<file path="config.mk">
export PLATFORM = sky130hd
export DESIGN_NAME = external_bus_pin_mux
export DESIGN_NICKNAME = d
export VERILOG_FILES = /design/src/rtl/pin_mux_pkg.sv /design/src/rtl/external_bus_pin_mux.sv
export VERILOG_INCLUDE_DIRS = /design/src /design/src/rtl
export SDC_FILE = /design/constraint.sdc
export NUM_CORES = 1
export LEC_CHECK = 0
export ABC_AREA = 1
export BUFFER_PORTS_ARGS = -buffer_cell sky130_fd_sc_hd__buf_4
export CAP_MARGIN = 20
export CORE_ASPECT_RATIO = 2
export CORE_MARGIN = 2
export CORE_UTILIZATION = 40
export CTS_BUF_LIST = sky130_fd_sc_hd__clkbuf_8 sky130_fd_sc_hd__clkbuf_16
export DETAILED_ROUTE_END_ITERATION = 16
export PLACE_DENSITY = 0.75
export SKIP_CTS_REPAIR_TIMING = 1
export SLEW_MARGIN = 20
export SYNTH_ARGS = -nofsm -noshare
export SYNTH_HDL_FRONTEND = slang
export SYNTH_SLANG_ARGS = --single-unit
</file>
<file path="constraint.sdc">
create_clock -name i_clk -period 3.5 [get_ports i_clk]
set_clock_uncertainty 0.05 [all_clocks]
set_input_delay 0.35 -clock i_clk [delete_from_list [all_inputs] [get_ports i_clk]]
set_output_delay 0.35 -clock i_clk [all_outputs]
set_load 0.02 [all_outputs]
</file>
<file path="src/rtl/pin_mux_params.svh">
`ifndef PIN_MUX_PARAMS_SVH
`define PIN_MUX_PARAMS_SVH
// ----------------------------------------
// reset values
// ----------------------------------------
`define PM_DIR_RST       8'h00
`define PM_DATA_RST      8'h00
// ----------------------------------------
// port three bit positions
// ----------------------------------------
`define PM_P3_WAIT_BIT   0
`define PM_P3_READ_BIT   1
`define PM_P3_BLW_BIT    2
`define PM_P3_BHW_BIT    3
// ----------------------------------------
// port four bit positions
// ----------------------------------------
`define PM_P4_ALE_BIT    0
`define PM_P4_HOLD_BIT   1
`define PM_P4_HLDA_BIT   2
`define PM_P4_CLK_BIT    3
`endif

</file>
<file path="src/rtl/pin_mux_pkg.sv">
package pin_mux_pkg;
  typedef enum logic [2:0] {
    MODE_SINGLE = 3'b001,
    MODE_EXPAND = 3'b010,
    MODE_MICRO  = 3'b100
  } proc_mode_e;

  // bus-side request from the internal bus interface
  typedef struct packed {
    logic [7:0] upper_address_bits;
    logic [7:0] muxed_low_address;
    logic [7:0] low_data_byte;
    logic [7:0] high_data_byte;
    logic       addr_phase;
    logic       data_out_en;
    logic       read_strobe_n;
    logic       low_byte_write_strobe_n;
    logic       high_byte_write_strobe_n;
    logic       addr_latch_strobe;
    logic [2:0] p4_ctrl_out;
    logic [2:0] p4_ctrl_oe;
  } bus_req_s;

  // per-port pin bundle, output enable low while driving
  typedef struct packed {
    logic [7:0] o;
    logic [7:0] oe_n;
  } port_pins_s;
endpackage

</file>
<file path="src/rtl/external_bus_pin_mux.sv">
// Overview of operation
// mode pin high selects microprocessor mode
// bus-width pin low 16-bit, high 8-bit
// chip-select areas may each force 8-bit bus
// single-chip port zero is 8-bit GPIO
// reset clears direction so pins input
// expanded port zero drives upper address, optional GPIO
// expanded port one carries low data byte
// 8-bit bus port one may multiplex address
// 16-bit expanded port two carries high byte
// expansion: bit0 GPIO, bits1-3 strobes
// microprocessor: bit0 wait input, bits1-3 strobes
// 8-bit bus frees high write strobe pin
// expansion port four GPIO unless bus-control selected
// bus function beats direction, decided combinationally
`timescale 1ns/10ps
`include "pin_mux_params.svh"
module external_bus_pin_mux (
  input  wire logic                   i_clk,
  input  wire logic                   i_arst_n,
  input  wire logic                   i_processor_mode_pin,
  input  wire logic                   i_expand_en,
  input  wire logic                   i_bus_width_pin,
  input  wire logic [2:0]             i_chip_select_areas_8bit,
  input  wire logic [2:0]             i_chip_select_areas_active,
  input  wire logic [7:0]             i_p0_gpio_sel,
  input  wire logic                   i_p1_muxed_addr_en,
  input  wire logic                   i_p4_bus_ctrl_en,
  input  wire logic                   i_dir_we,
  input  wire logic [2:0]             i_dir_port_sel,
  input  wire logic [7:0]             i_dir_wdata,
  input  wire logic                   i_data_we,
  input  wire logic [7:0]             i_data_wdata,
  input  wire pin_mux_pkg::bus_req_s  i_bus,
  input  wire logic [7:0]             i_port_zero_in,
  input  wire logic [7:0]             i_port_one_in,
  input  wire logic [7:0]             i_port_two_in,
  input  wire logic [3:0]             i_port_three_in,
  input  wire logic [7:0]             i_port_four_in,
  output pin_mux_pkg::port_pins_s     o_port_zero,
  output pin_mux_pkg::port_pins_s     o_port_one,
  output pin_mux_pkg::port_pins_s     o_port_two,
  output pin_mux_pkg::port_pins_s     o_port_three,
  output pin_mux_pkg::port_pins_s     o_port_four,
  output logic [39:0]                 o_port_level,
  output logic [7:0]                  o_low_data_byte_in,
  output logic [7:0]                  o_high_data_byte_in,
  output logic                        o_wait_ready,
  output logic                        o_bus_16bit,
  output pin_mux_pkg::proc_mode_e     o_mode
);
  // ----------------------------------------
  // mode decode
  // ----------------------------------------
  pin_mux_pkg::proc_mode_e mode;
  logic                    mode_pin_s1_reg;
  logic                    mode_pin_s2_reg;
  logic                    width_s1_reg;
  logic                    width_s2_reg;
  logic                    expanded;
  logic                    narrow;

  // the mode pin is a level from the board, so it is only ever read after the synchroniser

  always_comb begin
    if (mode_pin_s2_reg) begin
      mode = pin_mux_pkg::MODE_MICRO;
    end else if (i_expand_en) begin
      mode = pin_mux_pkg::MODE_EXPAND;
    end else begin
      mode = pin_mux_pkg::MODE_SINGLE;
    end
  end
  assign expanded = (mode != pin_mux_pkg::MODE_SINGLE);
  // narrow if pin high, or an active area asks for 8-bit on its own
  assign narrow = width_s2_reg |
                  (|(i_chip_select_areas_8bit & i_chip_select_areas_active));

  // ----------------------------------------
  // pin synchronisers
  // ----------------------------------------
  // mode and width pins share the same two-stage treatment as the port pins
  logic [39:0] pin_raw;
  logic [39:0] pin_s1_reg;
  logic [39:0] pin_s2_reg;
  assign pin_raw = {i_port_four_in, 4'h0, i_port_three_in, i_port_two_in, i_port_one_in, i_port_zero_in};

  always_ff @(posedge i_clk or negedge i_arst_n) begin
    if (!i_arst_n) begin
      pin_s1_reg      <= 40'h00_0000_0000;
      pin_s2_reg      <= 40'h00_0000_0000;
      mode_pin_s1_reg <= 1'b0;
      mode_pin_s2_reg <= 1'b0;
      width_s1_reg    <= 1'b0;
      width_s2_reg    <= 1'b0;
    end else begin
      pin_s1_reg      <= pin_raw;
      pin_s2_reg      <= pin_s1_reg;
      mode_pin_s1_reg <= i_processor_mode_pin;
      mode_pin_s2_reg <= mode_pin_s1_reg;
      width_s1_reg    <= i_bus_width_pin;
      width_s2_reg    <= width_s1_reg;
    end
  end

  // ----------------------------------------
  // direction and data latches
  // ----------------------------------------
  logic [7:0] dir_reg [5];
  logic [7:0] dir_next [5];
  logic [7:0] data_reg [5];
  logic [7:0] data_next [5];

  // a port select above four matches no latch, so that write is dropped
  genvar g;
  generate
    for (g = 0; g < 5; g++) begin : g_port
      always_comb begin
        dir_next[g]  = dir_reg[g];
        data_next[g] = data_reg[g];
        if (i_dir_we && (i_dir_port_sel == 3'(g))) begin
          dir_next[g] = i_dir_wdata;
        end
        if (i_data_we && (i_dir_port_sel == 3'(g))) begin
          data_next[g] = i_data_wdata;
        end
      end
      always_ff @(posedge i_clk or negedge i_arst_n) begin
        if (!i_arst_n) begin
          dir_reg[g]  <= `PM_DIR_RST;
          data_reg[g] <= `PM_DATA_RST;
        end else begin
          dir_reg[g]  <= dir_next[g];
          data_reg[g] <= data_next[g];
        end
      end
    end
  endgenerate

  // ----------------------------------------
  // pin ownership
  // ----------------------------------------
  // bus ownership is pure logic so a mode change takes effect at once
  function automatic pin_mux_pkg::port_pins_s mix(
    input logic [7:0] bus_own,
    input logic [7:0] bus_o,
    input logic [7:0] bus_drv,
    input logic [7:0] dat,
    input logic [7:0] dir
  );
    pin_mux_pkg::port_pins_s r;
    r.o    = (bus_own & bus_o) | (~bus_own & dat);
    r.oe_n = ~((bus_own & bus_drv) | (~bus_own & dir));
    return r;
  endfunction

  logic [7:0] p0_own;
  logic [7:0] p1_own;
  logic [7:0] p2_own;
  logic [7:0] p3_own;
  logic [7:0] p4_own;
  logic [7:0] p1_o;
  logic [7:0] p3_o;
  logic [7:0] p3_drv;
  logic [7:0] p4_o;
  logic [7:0] p4_drv;
  logic       wide_data;
  logic       addr_drive;

  assign wide_data = expanded & ~narrow;

  // ----------------------------------------
  // port zero and port one
  // ----------------------------------------
  // a pin handed back to general I/O keeps its own latch and direction
  assign p0_own    = expanded ? ~i_p0_gpio_sel : 8'h00;
  assign p1_own    = expanded ? 8'hFF : 8'h00;
  // the address goes out only in the address phase; the data phase keeps the bus direction
  assign addr_drive = narrow & i_p1_muxed_addr_en & i_bus.addr_phase;
  assign p1_o      = addr_drive ? i_bus.muxed_low_address : i_bus.low_data_byte;

  // ----------------------------------------
  // port two and port three
  // ----------------------------------------
  assign p2_own    = wide_data ? 8'hFF : 8'h00;
  // wait input is sampled by the pin synchroniser; pin itself left undriven
  assign p3_own    = expanded ? {4'h0, ~narrow, 2'b11,
                                 (mode == pin_mux_pkg::MODE_MICRO)} : 8'h00; // see R10 see R11
  assign p3_o      = {4'h0, i_bus.high_byte_write_strobe_n, i_bus.low_byte_write_strobe_n,
                      i_bus.read_strobe_n, 1'b0};
  // only the three strobes are ever driven from the bus side
  assign p3_drv    = 8'h0E;

  // ----------------------------------------
  // port four
  // ----------------------------------------
  // limitation: bits 7:4 stay general I/O even with bus control selected
  assign p4_own    = (expanded && i_p4_bus_ctrl_en) ? 8'h0F : 8'h00;
  assign p4_o      = {4'h0, i_bus.p4_ctrl_out, i_bus.addr_latch_strobe};
  assign p4_drv    = {4'h0, i_bus.p4_ctrl_oe, 1'b1};

  // ----------------------------------------
  // pin outputs
  // ----------------------------------------
  always_comb begin
    o_port_zero  = mix(p0_own, i_bus.upper_address_bits, 8'hFF, data_reg[0], dir_reg[0]);
    o_port_one   = mix(p1_own, p1_o, {8{i_bus.data_out_en | addr_drive}}, data_reg[1], dir_reg[1]);
    o_port_two   = mix(p2_own, i_bus.high_data_byte, {8{i_bus.data_out_en}}, data_reg[2], dir_reg[2]);
    o_port_three = mix(p3_own, p3_o, p3_drv, data_reg[3] & 8'h0F, dir_reg[3] & 8'h0F);
    o_port_four  = mix(p4_own, p4_o, p4_drv, data_reg[4], dir_reg[4]);
  end

  // ----------------------------------------
  // synchronised inputs
  // ----------------------------------------
  // the high byte reads zero on a narrow bus so stale port two levels never leak in
  assign o_port_level        = pin_s2_reg;
  assign o_low_data_byte_in  = pin_s2_reg[15:8];
  assign o_high_data_byte_in = wide_data ? pin_s2_reg[23:16] : 8'h00;
  assign o_wait_ready        = (mode == pin_mux_pkg::MODE_MICRO) ? pin_s2_reg[24 + `PM_P3_WAIT_BIT] : 1'b1;
  assign o_bus_16bit         = wide_data;
  assign o_mode              = mode;
endmodule

</file>
==> reports/metrics.csv <==
metric;value;unit
worst reg2reg path startpoint;data_reg[37];
WL final;17.15;mm
Pwr Density;554.1;mW/mm2
crit path max fanout;27;
die footprint;0.01544;mm2
post-route cell area;0.008583;mm2
data arrival time of the critical path;2350;ps
DR iter-0 viols;200;
Worst EP required;3100;ps
Leak Pwr;0.004497;uW
dpl cell area;0.007634;mm2
worst-margin pin slew;706.8;ps
Setup TNS Final;0;ps
TritonCTS Sinks;148;
headroom to the max-slew limit;52.88;%
Initial Util;40.58;%
#FFs+latches synth;148;
number of global-route vias before repair;4582;
Root Buffer;clkbuf_16;
HP Class;input port to flop;
Mapped Cells;562;
Residual DRC;0;
ANT cells;0;
Worst Path Class, Setup;flop to output port;
fin crit share;78.67;%
RSZ-0062 raised after global routing;false;
Vias;4808;
vias per cell;4.592;
share of cells above drive strength 1;37.66;%
CTS tree;done;
startpoint types;flop;
Yosys warnings;0;
hold depth;1;
GRT Overall Usage;20.99;%
Detail Route Antenna Nets;0;
Clock Tree Buf Depth;2;
P&R area growth vs syn;49.00;%
Port Buffers;250;
die width;88.86;um
die height;173.7;um
hold endpoint;pin_s1_reg[2];
Peak VDD IR;0.3710;mV
Syn Area/Cell;10.25;um2
fin crit period;2754;ps
first-pass GRT wire length;24.10;mm
Final Setup Violations;0;
Reg clk slew, reported paths;60;ps
Synth Cell Area;0.005761;mm2
Crit. End Element;output port;
post-synth cell types;24;
Crit Reg-Reg Endpoint;data_reg[37];
most frequent cells in the layout;buf_4, dfrtp_1, nand2_1;
Slew Limit Fails;0;
worst skew pair latency;410;ps
antenna violations before repair;0;
Core Area;0.01420;mm2
Fin Hold WS;12.49;ps
Seq/Total Area, Yosys;64.29;%
io pins;263;
Top FF cell, synth;dfrtp_1;
EDFF count, synth;0;
largest net degree at the start of global routing;80;
Max Clk Rate;0.3632;GHz
hold_sp;i_port_zero_in[2];
iteration count of the initial detailed-routing pass;4;
row cnt;62;
final non-filler cell total;1047;
flop-to-flop setup slack;2700;ps
most common cell after layout, fill and taps aside;buf_4;
Layout Nets;964;
gp weighted congestion;0.8300;
grt ovf;0;
TritonCTS buffer count;17;
Max-cap violations;0;
Placed Cells;977;
routed len/inst;16.38;um
final hold viol count;0;
status;finished, final reports clean;
R2R depth;2;
ys async rst share;100.0;%
H-tree levels;4;
detailed placer's ending HPWL;12.54;mm
-- layer usage --
layer  GRT usage, %  part of all wire, %  vias up
met5              0                    0        -
met4          7.386                  1.4        0
met3          5.476                  9.0       17
met2          35.39                   51      258
met1          25.42                   38     2239
li1               -                    -     2294
-- cells in the mapped netlist (4+ instances only) --
library cell,n,area share [%]
buf_2,6,0.52
buf_4,28,3.6
buf_6,6,1.2
dfrtp_1,148,64
inv_1,53,3.5
inv_2,4,0.26
mux2_2,6,1.2
nand2_1,146,9.5
nand3_1,20,1.7
nand3_2,9,1.6
nor2_1,29,1.9
o21ai_0,56,4.9
o21ai_1,24,2.1
o21ai_2,9,1.4
-- worst max path at each step --
| stage | cells after the start | startpoint | to | slack (ps) |
|---|---|---|---|---|
| 4_1_cts | 5 | mode_pin_s2_reg | o_port_four[2] | 740 |
| 3_3_place_gp | 10 | i_chip_select_areas_8bit[0] | o_port_two[15] | 1200 |
| 6_report | 5 | mode_pin_s2_reg | o_port_four[2] | 750 |
| 2_1_floorplan | 7 | i_chip_select_areas_8bit[2] | o_port_two[0] | 1750 |
| 3_5_place_dp | 10 | i_chip_select_areas_8bit[0] | o_port_three[11] | 1130 |
| 5_1_grt | 5 | mode_pin_s2_reg | o_port_four[1] | 540 |
-- power by group --
group | switching (uW) | total, uW | internal, uW
Combinational | 562 | 1000 | 440
Clock | 755 | 1720 | 968
Sequential | 119 | 2030 | 1910
-- area by class of cell --
type	count	area, um2
Inverter	57	214.0
Clock buffer	19	452.9
Tap cell	192	240.2
Fill cell	1203	5613
Multi-Input combinational cell	327	1573
Timing Repair Buffer	291	2283
Clock inverter	13	116.4
Sequential cell	148	3704
-- stage by stage --
stage | total power, uW | utilization [%] | setup WS [ps]
finish | 4756 | 60.46 | 746.5
global placement | 3004 | 53.77 | 1198
floorplan | 2553 | - | 1754
global route | 4975 | 60.46 | 544.8
CTS | 4755 | 57.78 | 735.2
detailed placement | 3027 | 53.77 | 1132
-- critical path, cell delays in order, from the launching register on --
cell and delay, ps:
dfrtp_1 460, nor2_4 470, inv_2 320, nand2_2 290
mux2i_1 230, buf_4 160
-- cells by family (layout without fill, tap and decap cells) --
logic type | after synthesis | in the layout | share of synthesized area [%]
compound gates | 90 | 90 | 8.406
buf+inv | 97 | 380 | 9.057
flops | 148 | 148 | 64.29
mux | 11 | 11 | 2.085
other cells | 2 | 12 | 0.1304
simple gates | 214 | 214 | 16.03
(Power assumes the default switching activity.)
